### config.mk
export PLATFORM = sky130hd
export DESIGN_NAME = toc_timer_compare
export DESIGN_NICKNAME = d
export VERILOG_FILES = /design/src/design/toc_pkg.sv /design/src/design/toc_timer_compare.sv
export SDC_FILE = /design/constraint.sdc
export NUM_CORES = 1
export LEC_CHECK = 0
export BUFFER_PORTS_ARGS = -buffer_cell sky130_fd_sc_hd__buf_2
export CORE_ASPECT_RATIO = 1.2
export CORE_MARGIN = 2
export CORE_UTILIZATION = 52
export CTS_BUF_LIST = sky130_fd_sc_hd__clkbuf_16
export CTS_CLUSTER_SIZE = 12
export DETAILED_ROUTE_END_ITERATION = 16
export GPL_TIMING_DRIVEN = 0
export MAX_ROUTING_LAYER = met4
export PLACE_DENSITY = 0.85
export SYNTH_ARGS = -nofsm -noshare
export SYNTH_HDL_FRONTEND = slang
export SYNTH_SLANG_ARGS = --single-unit
### constraint.sdc
create_clock -name CLK_I -period 2.3 [get_ports CLK_I]
set_clock_uncertainty 0.15 [all_clocks]
set_input_delay 0.115 -clock CLK_I [delete_from_list [all_inputs] [get_ports CLK_I]]
set_output_delay 0.115 -clock CLK_I [all_outputs]
set_load 0.005 [all_outputs]
### src/design/toc_pkg.sv
// Package with register map, field layout, reset values and state carrier of the compare timer
// Function
// - Action field picks high, low, toggle, none
// - Initial-level bit presets the compare pin
// - Low byte pends until high byte written
// - Match applies action and raises compare interrupt
// - No-operation mode only raises the interrupt
// - Action 11 toggles the pin each match
// - Stopped counter forces compare output high
// - Three interrupt sources: top, capture, compare
// - Top interrupt at FFFFH, counting continues
// - Capture interrupt when capture register loads
package toc_pkg;

    // Register byte offsets, one aligned word each
    localparam logic [7:0] OFS_CTRL     = 8'h00;
    localparam logic [7:0] OFS_MODE     = 8'h04;
    localparam logic [7:0] OFS_CMP_LO   = 8'h08;
    localparam logic [7:0] OFS_CMP_HI   = 8'h0C;
    localparam logic [7:0] OFS_COUNTER  = 8'h10;
    localparam logic [7:0] OFS_CAPTURE  = 8'h14;
    localparam logic [7:0] OFS_IRQ_STAT = 8'h18;
    localparam logic [7:0] OFS_IRQ_MASK = 8'h1C;

    // Control register fields
    localparam int CTRL_RUN_BIT  = 0;
    localparam int CTRL_SRC_LSB  = 1;

    // Mode register fields
    localparam int MODE_ACT_LSB  = 0;
    localparam int MODE_INIT_BIT = 2;
    localparam int MODE_CAP_LSB  = 4;
    localparam int MODE_WEN_BIT  = 7;

    // Interrupt status and mask bit positions
    localparam int IRQ_TOP_BIT   = 0;
    localparam int IRQ_CAP_BIT   = 1;
    localparam int IRQ_CMP_BIT   = 2;

    // Compare action codes
    localparam logic [1:0] ACT_NOP    = 2'h0;
    localparam logic [1:0] ACT_HIGH   = 2'h1;
    localparam logic [1:0] ACT_LOW    = 2'h2;
    localparam logic [1:0] ACT_TOGGLE = 2'h3;

    // Capture edge codes
    localparam logic [1:0] CAP_OFF  = 2'h0;
    localparam logic [1:0] CAP_RISE = 2'h1;
    localparam logic [1:0] CAP_FALL = 2'h2;
    localparam logic [1:0] CAP_BOTH = 2'h3;

    // Counter top value and reset values
    localparam logic [15:0] CNT_TOP       = 16'hFFFF;
    localparam logic [15:0] CMP_RESET     = 16'hFFFF;
    localparam logic        PIN_RESET     = 1'b1;
    localparam logic [1:0]  SRC_RESET     = 2'h0;

    // Prescaler width: tick every 2**src_sel clock cycles
    localparam int PRE_W = 3;

    // Whole state of the block
    typedef struct packed {
        logic             run;
        logic [1:0]       src_sel;
        logic [1:0]       action;
        logic             init_level;
        logic [1:0]       cap_edge;
        logic             init_wen;
        logic [7:0]       cmp_low_pend;
        logic [15:0]      cmp;
        logic [15:0]      cnt;
        logic [15:0]      cap;
        logic             cap_lock;
        logic [PRE_W-1:0] pre;
        logic             pin_level;
        logic [2:0]       irq_stat;
        logic [2:0]       irq_mask;
        logic             sync1;
        logic             sync2;
        logic             cap_prev;
        logic [31:0]      prdata;
    } toc_state_s;

endpackage : toc_pkg

### src/design/toc_timer_compare.sv
// Output compare, capture and interrupt logic of a 16-bit free-running timer with an APB slave
`timescale 1ns/1ps
module toc_timer_compare (
    input  wire logic        CLK_I,
    input  wire logic        RSTN_I,
    input  wire logic        PSEL_I,
    input  wire logic        PENABLE_I,
    input  wire logic        PWRITE_I,
    input  wire logic [7:0]  PADDR_I,
    input  wire logic [31:0] PWDATA_I,
    output logic      [31:0] PRDATA_O,
    output logic             PREADY_O,
    output logic             PSLVERR_O,
    input  wire logic        CAPTURE_PIN_I,
    output logic             COMPARE_PIN_O,
    output logic             IRQ_O
);

    toc_pkg::toc_state_s st_reg;
    toc_pkg::toc_state_s st_next;

    logic        setup_phase;
    logic        wr_access;
    logic        addr_hit;
    logic        tick;
    logic [15:0] cnt_inc;
    logic        match;
    logic        top_hit;
    logic        edge_rise;
    logic        edge_fall;
    logic        cap_event;
    logic [2:0]  irq_events;
    logic [2:0]  irq_clear;
    logic [31:0] rd_mux;
    logic [toc_pkg::PRE_W-1:0] pre_mask;

    // Bus phase decode
    assign setup_phase = PSEL_I && !PENABLE_I;
    assign wr_access   = PSEL_I && PENABLE_I && PWRITE_I && addr_hit;

    // Zero-wait slave; unmapped addresses answer with an error
    assign PREADY_O  = 1'b1;
    assign PSLVERR_O = PSEL_I && PENABLE_I && !addr_hit;
    assign PRDATA_O  = st_reg.prdata;

    // Address decode
    always_comb begin
        case (PADDR_I)
            toc_pkg::OFS_CTRL,
            toc_pkg::OFS_MODE,
            toc_pkg::OFS_CMP_LO,
            toc_pkg::OFS_CMP_HI,
            toc_pkg::OFS_COUNTER,
            toc_pkg::OFS_CAPTURE,
            toc_pkg::OFS_IRQ_STAT,
            toc_pkg::OFS_IRQ_MASK: addr_hit = 1'b1;
            default:               addr_hit = 1'b0;
        endcase
    end

    // Read data mux, sampled in the setup phase so the data comes from a flop
    always_comb begin
        rd_mux = 32'h0000_0000;
        case (PADDR_I)
            toc_pkg::OFS_CTRL: begin
                rd_mux[toc_pkg::CTRL_RUN_BIT] = st_reg.run;
                rd_mux[toc_pkg::CTRL_SRC_LSB +: 2] = st_reg.src_sel;
            end
            toc_pkg::OFS_MODE: begin
                rd_mux[toc_pkg::MODE_ACT_LSB +: 2] = st_reg.action;
                rd_mux[toc_pkg::MODE_INIT_BIT]     = st_reg.init_level;
                rd_mux[toc_pkg::MODE_CAP_LSB +: 2] = st_reg.cap_edge;
                rd_mux[toc_pkg::MODE_WEN_BIT]      = st_reg.init_wen;
            end
            toc_pkg::OFS_CMP_LO:   rd_mux[7:0]  = st_reg.cmp_low_pend;
            toc_pkg::OFS_CMP_HI:   rd_mux[15:0] = st_reg.cmp;
            toc_pkg::OFS_COUNTER:  rd_mux[15:0] = st_reg.cnt;
            toc_pkg::OFS_CAPTURE:  rd_mux[15:0] = st_reg.cap;
            toc_pkg::OFS_IRQ_STAT: rd_mux[2:0]  = st_reg.irq_stat;
            toc_pkg::OFS_IRQ_MASK: rd_mux[2:0]  = st_reg.irq_mask;
            default:               rd_mux       = 32'h0000_0000;
        endcase
    end

    // Counter tick from the prescaler; low src_sel bits of pre must be all ones
    assign pre_mask = toc_pkg::PRE_W'((1 << st_reg.src_sel) - 1);
    assign tick     = st_reg.run && ((st_reg.pre & pre_mask) == pre_mask);
    assign cnt_inc  = st_reg.cnt + 16'h0001;

    // Match only on a counting update, so a static equality fires once
    assign match   = tick && (cnt_inc == st_reg.cmp);
    assign top_hit = tick && (cnt_inc == toc_pkg::CNT_TOP);

    // Edge detect on the second and third synchroniser stages only
    assign edge_rise = st_reg.sync2 && !st_reg.cap_prev;
    assign edge_fall = !st_reg.sync2 && st_reg.cap_prev;
    always_comb begin
        case (st_reg.cap_edge)
            toc_pkg::CAP_RISE: cap_event = edge_rise;
            toc_pkg::CAP_FALL: cap_event = edge_fall;
            toc_pkg::CAP_BOTH: cap_event = edge_rise || edge_fall;
            default:           cap_event = 1'b0;
        endcase
    end

    // Interrupt events and write-one-to-clear
    always_comb begin
        irq_events = 3'h0;
        irq_events[toc_pkg::IRQ_TOP_BIT] = top_hit;
        irq_events[toc_pkg::IRQ_CAP_BIT] = cap_event && !st_reg.cap_lock;
        irq_events[toc_pkg::IRQ_CMP_BIT] = match;
        irq_clear = 3'h0;
        if (wr_access && PADDR_I == toc_pkg::OFS_IRQ_STAT) begin
            irq_clear = PWDATA_I[2:0];
        end
    end

    // Level interrupt while any unmasked status bit is set
    assign IRQ_O = |(st_reg.irq_stat & st_reg.irq_mask);

    // Pin is forced high while the counter is stopped
    assign COMPARE_PIN_O = st_reg.run ? st_reg.pin_level : 1'b1;

    // Next-state logic
    always_comb begin
        st_next = st_reg;

        // Two-flop synchroniser for the capture pin, then edge history
        st_next.sync1    = CAPTURE_PIN_I;
        st_next.sync2    = st_reg.sync1;
        st_next.cap_prev = st_reg.sync2;

        // Prescaler runs only with the counter so restarts are aligned
        if (st_reg.run) begin
            st_next.pre = st_reg.pre + toc_pkg::PRE_W'(1);
        end else begin
            st_next.pre = '0;
        end

        // Free-running count wraps past the top value
        if (tick) begin
            st_next.cnt = cnt_inc;
        end

        // Compare action on a match
        if (match) begin
            case (st_reg.action)
                toc_pkg::ACT_HIGH:   st_next.pin_level = 1'b1;
                toc_pkg::ACT_LOW:    st_next.pin_level = 1'b0;
                toc_pkg::ACT_TOGGLE: st_next.pin_level = !st_reg.pin_level;
                default:             st_next.pin_level = st_reg.pin_level;
            endcase
        end

        // Capture load; further captures held off until the value is read
        if (cap_event && !st_reg.cap_lock) begin
            st_next.cap      = st_reg.cnt;
            st_next.cap_lock = 1'b1;
        end

        // Read data and capture release in the setup phase
        if (setup_phase) begin
            st_next.prdata = rd_mux;
            if (!PWRITE_I && PADDR_I == toc_pkg::OFS_CAPTURE) begin
                st_next.cap_lock = 1'b0;
            end
        end

        // Register writes take effect in the access phase
        if (wr_access) begin
            case (PADDR_I)
                toc_pkg::OFS_CTRL: begin
                    st_next.run     = PWDATA_I[toc_pkg::CTRL_RUN_BIT];
                    st_next.src_sel = PWDATA_I[toc_pkg::CTRL_SRC_LSB +: 2];
                end
                toc_pkg::OFS_MODE: begin
                    st_next.action     = PWDATA_I[toc_pkg::MODE_ACT_LSB +: 2];
                    st_next.init_level = PWDATA_I[toc_pkg::MODE_INIT_BIT];
                    st_next.cap_edge   = PWDATA_I[toc_pkg::MODE_CAP_LSB +: 2];
                    st_next.init_wen   = PWDATA_I[toc_pkg::MODE_WEN_BIT];
                    // Preset only with the enable set; a match in this cycle loses
                    if (PWDATA_I[toc_pkg::MODE_WEN_BIT]) begin
                        st_next.pin_level = PWDATA_I[toc_pkg::MODE_INIT_BIT];
                    end
                end
                // Low byte waits; high byte commits the whole word
                toc_pkg::OFS_CMP_LO: st_next.cmp_low_pend = PWDATA_I[7:0];
                toc_pkg::OFS_CMP_HI: st_next.cmp = {PWDATA_I[7:0], st_reg.cmp_low_pend};
                toc_pkg::OFS_COUNTER: st_next.cnt = PWDATA_I[15:0];
                toc_pkg::OFS_IRQ_MASK: st_next.irq_mask = PWDATA_I[2:0];
                default: st_next.run = st_reg.run;
            endcase
        end

        // Sticky status: a new event wins over a clear in the same cycle
        st_next.irq_stat = (st_reg.irq_stat & ~irq_clear) | irq_events;
    end

    // State register
    always_ff @(posedge CLK_I or negedge RSTN_I) begin
        if (!RSTN_I) begin
            st_reg              <= '0;
            st_reg.src_sel      <= toc_pkg::SRC_RESET;
            st_reg.cmp          <= toc_pkg::CMP_RESET;
            st_reg.pin_level    <= toc_pkg::PIN_RESET;
        end else begin
            st_reg <= st_next;
        end
    end

endmodule : toc_timer_compare

Word level (Yosys, flattened, before mapping) --
Memories as Yosys holds them, arrays and structs flattened. Cells that the tools add are included.
Storage, ports and cells: bits in registers 95, ROM bits 32, input bits 46, output and inout port bits 36, logic and storage cells 96, memories kept 1
Cells by class: $add $sub $neg 3, equality and inequality tests 16, shifts and indexed selects 1, muxes and demuxes 22, bitwise gates (word level) 5, reductions and logical operators 29
Memory list:
- (name not given) | words 32, bits a word 1, read ports 1, clocked after memory_dff 0, wr ports 0, RTL line toc_timer_compare.sv:48 | case (PADDR_I)
Operators by type and width (number):
- two-way mux 16 bit | 3
- equality test 8 x 5 -> 1 bit, second input constant | 4
- one-hot mux 3 bit (8 select lines) | 1
- one-hot mux 8 bit (3 select lines) | 1
- adder 16 x 1 -> 16 bit, second input constant | 1
- equality test 16 bit | 1
- equality test 16 bit, second input constant | 1
- equality test 8 x 4 -> 1 bit, second input constant | 2
- logical AND 1 bit | 13
- one-hot mux 2 bit (5 select lines) | 1
- AND reduction 2 bit | 5
- AND 3 bit | 3
- two-way mux 1 bit | 9
- equality test 2 bit, second input constant | 4
- equality test 8 x 3 -> 1 bit, second input constant | 1
- zero test 8 bit | 1
- one-hot mux 1 bit (4 select lines) | 2
- zero test 1 bit | 7
- two-way mux 3 bit | 2
- one-hot mux 1 bit (3 select lines) | 2
- one-hot mux 1 bit (5 select lines) | 1
- equality test 2 x 1 -> 1 bit, second input constant | 2
- adder 3 x 1 -> 3 bit, second input constant | 1
- equality test 3 bit | 1
- other kinds (7) | 7

Depth between registers and ports, before layout --
Gate-level depths: netlist (run 1).
depth after elaboration 10, depth in mapped cells 10, depth with buffers taken out 9

Worst setup path before layout (run 1) --
No wires, ideal clock.
kind reg-to-reg, start point register st_reg[63] (netlist bit), end point register st_reg[41] (netlist bit), setup time 0.078 ns, arrival time 2.273 ns, data required time 2.072 ns, setup slack -0.201 ns, stages on the path, launching flop included 9, path buffers 0, period minus slack after synthesis 2.501 ns, path through dfrtp_1 ha_1 and2_1 nand2_1 or3_1 a221oi_1 nand4_1 o41a_1 o22ai_1
RTL lines:
- start: declaration | RTL line toc_timer_compare.sv:19 | toc_pkg::toc_state_s st_reg;
- start signal: assignment | RTL line toc_timer_compare.sv:207 | st_reg <= st_next;

==> flow_metrics.py, run 1 <==
metrics = {
    "clock_tree": {
        "htreeDepth": 3,
        "cts_buffer_depth": 2,
        "tritoncts": "done",
        "clock-sinks": 95,
        "numCtsBuffers": 9,
        "clk_pin_slew_ns": 0.07,
        "clk_latency_ns": 0.35,
        "cts-root-buf": "clkbuf_16",
    },
    "logic_synthesis": {
        "syn_avg_cell_area_sq_um": 10.0,
        "synth_cell_types": 63,
        "ys_seq_area_frac": 0.435,
        "synth_flop_cell": "dfrtp_1",
        "synth_area_leaders": "dfrtp_1, mux2_2, dfstp_2",
        "synth-seq-cells": 95,
        "synth_top_cell_area_share": 0.354,
        "yosysWarnings": 0,
        "synth-edff-count": 0,
        "syn_inst": 551,
        "async_reset_ff_frac": 1.00,
        "synth_top_area_cell": "dfrtp_1",
        "syn_area_sq_mm": 0.00551,
    },
    "grt": {
        "grt_max_degree": 52,
        "grt_overflow": 0,
        "track_usage": 0.282,
        "antenna_found_initial": 1,
        "grt_pass1_vias": 4567,
        "grt_pass1_wl_mm": 24.2,
    },
    "sta": {
        "period_needed_ns": 2.61,
        "fin_crit_sh": 1.13,
        "relSlewSlack": 0.499,
        "holdWs_ns": 0.0887,
        "hold_viol": 0,
        "maxSlewViolCount": 0,
        "timing.fmax_mhz": 383,
        "fin_setup_tns_ns": -0.576,
        "layout_setup_ws_ns": -0.310,
        "worst_pin_slew_ns": 0.745,
        "setup_viol": 3,
        "grt_setup_unrepaired": "true",
    },
    "worst_setup_path": {
        "crit_chain": "buf_6 -> nand3_4 -> or4_4 -> xor2_2 -> a2111oi_4 -> nand4_1 -> o41a_1 -> o22ai_2",
        "startpoint": "st_reg[62]",
        "arrival_ns": 2.73,
        "path_delay_family": "compound AO/OA/AOI/OAI gates",
        "reg2reg_depth": 8,
        "worstReg2RegStart": "st_reg[62]",
        "required_ns": 2.42,
        "cp-end-kind": "register",
        "rr_endpoint": "st_reg[41]",
        "critPathSlowestCell": "or4_4",
        "setup.worst_path.end": "st_reg[41]",
        "reg2reg_slack_ns": -0.31,
        "slowest_delay_ns": 0.52,
        "cp_max_fo": 4,
        "cp_num_cells": 8,
        "cp-start-kind": "register",
        "criticalPathCategory": "register to register",
        "crit_buf_inv": 1,
    },
    "floorplan": {
        "dieHeight_um": 117,
        "die-area_sq_mm": 0.0114,
        "io_pins": 82,
        "row_count": 41,
        "coreArea_sq_mm": 0.0104,
        "die_x_um": 98.0,
        "initial_core_util": 0.529,
    },
    "place": {
        "portBuffers": 46,
        "post-place-ws_ns": -0.609,
        "routabilityCongestion": 0.962,
        "place_hpwl_mm": 11.0,
    },
    "worst_hold_path": {
        "hp-class": "input port to register",
    },
    "route": {
        "wirelength_mm": 15.7,
        "via_per_inst": 6.00,
        "drt.antenna.violating_nets": 0,
        "num_vias": 4832,
        "remaining_drc_errors": 0,
        "drt_iter0_drc": 459,
        "routedWlPerCell_um": 19.4,
        "first_pass_iters": 5,
    },
    "power_and_ir_drop": {
        "ir_drop_mv": 0.495,
        "leakagePower_nw": 3.13,
        "power_density_mw_per_mm2": 498,
    },
    "outcome": {
        "outcome": "complete, but fails checks",
        "violations": "negative setup slack",
    },
    "layout": {
        "largest_register_ff_count": 77,
        "final_cell_mix": "dfrtp_1, buf_4, nand2_1",
        "layout_commonest_cell": "dfrtp_1",
        "syn_to_final_growth_pct": 26.6,
        "drive_gt1_frac": 0.382,
        "nets": 722,
    },
    "run": {
        "drv_cap": 0,
    },
}
-- how the worst min path moves through the flow --
stage	slack, ns	to	cells after the start	startpoint
after CTS	0.07	PRDATA_O[0]	3	PADDR_I[3]
final	0.09	PRDATA_O[0]	3	PADDR_I[3]
after detailed placement	0.05	st_next[33]	1	RSTN_I
after floorplan	-0.33	PRDATA_O[0]	0	RSTN_I
after global placement	0.08	st_next[33]	1	CAPTURE_PIN_I
after global routing	0.09	PRDATA_O[1]	3	PADDR_I[3]
-- cell type report --
cell class / instances / area (sq um)
antenna: 1 / 2.50
buffer: 66 / 463
clock buffer: 9 / 225
clock inverter: 7 / 73.8
fill: 806 / 3440
inverter: 13 / 48.8
multi-input combinational: 388 / 2910
sequential: 95 / 2400
tap: 129 / 161
timing repair buffer: 98 / 691
-- cells in the mapped netlist, drive strengths merged (3+ instances only) --
| cell | instances |
|---|---|
| a21o | 4 |
| a21oi | 14 |
| a221oi | 7 |
| a222oi | 4 |
| a22o | 3 |
| a22oi | 11 |
| a31oi | 5 |
| and2 | 4 |
| and4 | 4 |
| buf | 44 |
| clkbuf | 26 |
| dfrtp | 78 |
| dfstp | 17 |
| ha | 5 |
| inv | 13 |
| mux2 | 55 |
| nand2 | 63 |
| nand2b | 6 |
| nand3 | 10 |
| nand4 | 9 |
| nor2 | 23 |
| nor2b | 7 |
| nor3 | 11 |
| nor4 | 4 |
| o21ai | 46 |
| or3 | 3 |
| or4 | 4 |
| xnor2 | 24 |
| xor2 | 8 |
-- worst reg2reg max path: cells and delay by family, from the launching register on --
kind                   cells  cell delay, ns
XOR/XNOR                   1            0.18
buffers and inverters      1            0.13
AO/OA/AOI/OAI              3            0.85
AND/OR/NAND/NOR            3            0.84
flip-flops                 1            0.38
-- what timing repair did --
item / CTS / global route
pin swaps: 14 / 13
hold endpoints to repair: 81 / 0
endpoints found under the setup margin: 35 / 55
hold buffers: 19 / 0
resized for setup: 41 / 32
setup buffers: 18 / 14
-- through the flow --
stage,power [W],cells,utilization,cell area [sq um]
finish,0.00348,806,0.670,6980
global route,0.00359,806,0.670,6980
CTS,0.00347,793,0.652,6790
detailed placement,0.00195,742,0.577,6010
global placement,0.00194,741,0.575,5990
floorplan,0.00184,566,-,5600
-- where the power goes --
group | internal [W] | switching (W) | total (W) | leakage [nW]
sequential | 0.00168 | 0.00000849 | 0.00169 | 1.17
combinational | 0.000120 | 0.000146 | 0.000267 | 1.83
clock | 0.000845 | 0.000671 | 0.00152 | 0.139
-- layer usage --
metal	up-vias	GRT usage	wire length, um
met2	242	0.463	7950
met5	-	-	0
li1	2167	-	-
met1	2354	0.331	5860
met4	0	0.154	854
met3	69	0.0546	1000
-- cell families after synthesis --
kind of cell / synth area share
xor+xnor: 0.0549
fa+ha+maj: 0.0114
simple gates: 0.155
flops: 0.435
compound gates: 0.136
other cells: 0.00136
mux: 0.124
buf+inv: 0.0826
No activity file was read; power rests on OpenSTA's default activity.
==> run 2: changes to the inputs <==
--- a/config.mk
+++ b/config.mk
@@ -12,7 +12,6 @@
 export CTS_BUF_LIST = sky130_fd_sc_hd__clkbuf_16
 export CTS_CLUSTER_SIZE = 12
 export DETAILED_ROUTE_END_ITERATION = 16
-export GPL_TIMING_DRIVEN = 0
 export MAX_ROUTING_LAYER = met4
 export PLACE_DENSITY = 0.85
 export SYNTH_ARGS = -nofsm -noshare
==> flow_metrics.py, run 2 (synthesized netlist as in run 1, its figures left out) <==
metrics = {
    "outcome": {
        "violations": "negative setup slack",
        "outcome": "complete, but fails checks",
    },
    "layout": {
        "fillers": 806,
        "largest_register_ff_count": 77,
        "drive_gt1_frac": 0.368,
        "nets": 698,
        "layout_commonest_cell": "dfrtp_1",
        "final_cell_mix": "dfrtp_1, buf_4, nand2_1",
        "syn_to_final_growth_pct": 23.3,
        "antenna_cells": 0,
    },
    "run": {
        "drv_cap": 0,
    },
    "grt": {
        "track_usage": 0.285,
        "antenna_found_initial": 0,
        "grt_overflow": 0,
        "grt_max_degree": 42,
        "grt_pass1_wl_mm": 24.6,
        "grt_pass1_vias": 4818,
    },
    "worst_setup_path": {
        "timing.critical_path.mode_cell": "nand4_1",
        "cp_max_fo": 3,
        "crit_buf_inv": 1,
        "slowest_delay_ns": 0.44,
        "path_delay_family": "simple AND/OR/NAND/NOR gates",
        "criticalPathCategory": "register to register",
        "cp-end-kind": "register",
        "cp-start-kind": "register",
        "arrival_ns": 2.73,
        "critPathSlowestCell": "o41a_1",
        "required_ns": 2.42,
        "crit_chain": "buf_4 -> and4_1 -> nand4_1 -> or3_1 -> a221oi_1 -> nand4_1 -> o41a_1 -> o22ai_1",
    },
    "route": {
        "routedWlPerCell_um": 19.5,
        "remaining_drc_errors": 0,
        "drt_iter0_drc": 292,
        "drt.antenna.violating_nets": 0,
        "num_vias": 4677,
        "first_pass_iters": 5,
        "wirelength_mm": 15.2,
        "via_per_inst": 5.99,
    },
    "sta": {
        "fin_setup_tns_ns": -0.556,
        "worst_pin_slew_ns": 0.560,
        "timing.fmax_mhz": 384,
        "maxSlewViolCount": 0,
        "fin_crit_sh": 1.13,
        "hold_viol": 0,
        "relSlewSlack": 0.627,
        "grt_setup_unrepaired": "true",
        "layout_setup_ws_ns": -0.306,
        "setup_viol": 3,
        "period_needed_ns": 2.61,
    },
    "floorplan": {
        "initial_core_util": 0.529,
        "coreArea_sq_mm": 0.0104,
        "die_x_um": 98.0,
        "row_count": 41,
        "io_pins": 82,
        "die-area_sq_mm": 0.0114,
        "dieHeight_um": 117,
    },
    "clock_tree": {
        "htreeDepth": 3,
        "cts-root-buf": "clkbuf_16",
        "clock-sinks": 95,
        "cts_buffer_depth": 2,
        "clk_pin_slew_ns": 0.07,
        "numCtsBuffers": 9,
        "clk_latency_ns": 0.35,
        "tritoncts": "done",
    },
    "power_and_ir_drop": {
        "ir_drop_mv": 0.526,
        "leakagePower_nw": 3.04,
        "power_density_mw_per_mm2": 523,
    },
    "place": {
        "place_hpwl_mm": 11.0,
        "post-place-ws_ns": -0.315,
        "routabilityCongestion": 0.952,
        "portBuffers": 48,
    },
    "worst_hold_path": {
        "hp-class": "input port to register",
    },
}
## run 2: changes by cell type in the layout (fill, tap and decap cells not counted), sizes merged
cell      delta
inv          +1
clkinv       +1
clkbuf      -21
bufinv       +1
clkinvlp     -3
diode        -1
buf          -3
## run 2: cell type report
class,count,area (sq um),area share
clock buffers,9,225,0.0331
clock inverters,7,96.3,0.0142
flip-flops and latches,95,2400,0.353
repair buffers,140,1040,0.153
well taps,129,161,0.0237
multi-input cells,388,2830,0.416
inverters,13,48.8,0.00718
## run 2: stage by stage
| step | utilization | hold slack (ns) | cell area (sq um) | instances | power, W |
|---|---|---|---|---|---|
| after floorplan | - | -0.331 | 5600 | 566 | 0.00184 |
| after global placement | 0.591 | -0.0782 | 6150 | 741 | 0.00192 |
| after detailed placement | 0.591 | -0.0634 | 6150 | 741 | 0.00192 |
| after CTS | 0.647 | 0.0673 | 6740 | 779 | 0.00357 |
| after global routing | 0.653 | 0.120 | 6800 | 781 | 0.00366 |
| final | 0.653 | 0.0764 | 6800 | 781 | 0.00356 |
## run 2: layer usage
layer,wire (um),GRT usage,vias to the layer above
li1,-,-,2113
met1,5800,0.317,2287
met2,7550,0.474,211
met3,910,0.0534,66
met4,976,0.185,0
met5,0,-,-
## run 2: repair_timing
action / in CTS / in global routing
endpoints found under the setup margin: 3 / 3
pin swaps: 7 / 5
setup buffers: 4 / 2
endpoints found under the hold margin: 108 / 0
gates resized for setup: 10 / 14
hold buffers: 19 / 0
## run 2: final timing paths
path                             startpoint          end  slack [ns]  cells after the start
min in group asynchronous            RSTN_I  st_next[32]        0.09                      2
worst max register to register   st_reg[69]   st_reg[41]       -0.31                      8
worst min register to register  st_next[33]  st_next[32]        0.21                      0
max in group asynchronous            RSTN_I   st_reg[89]        1.17                      3
worst min-delay path             PADDR_I[3]  PRDATA_O[1]        0.08                      3
worst max-delay path             st_reg[69]   st_reg[41]       -0.31                      8
## run 2: report_power, final
group	total [W]	switching, W	internal [W]
Clock	0.00163	0.000672	0.000959
Combinational	0.000232	0.000135	0.0000966
Sequential	0.00169	0.00000800	0.00168
## run 2: tightest hold or removal path: cells and delay by family
kind                   cells  cell delay, ns
AOI/OAI and AO/OA          2            0.28
buffers and inverters      1            0.15
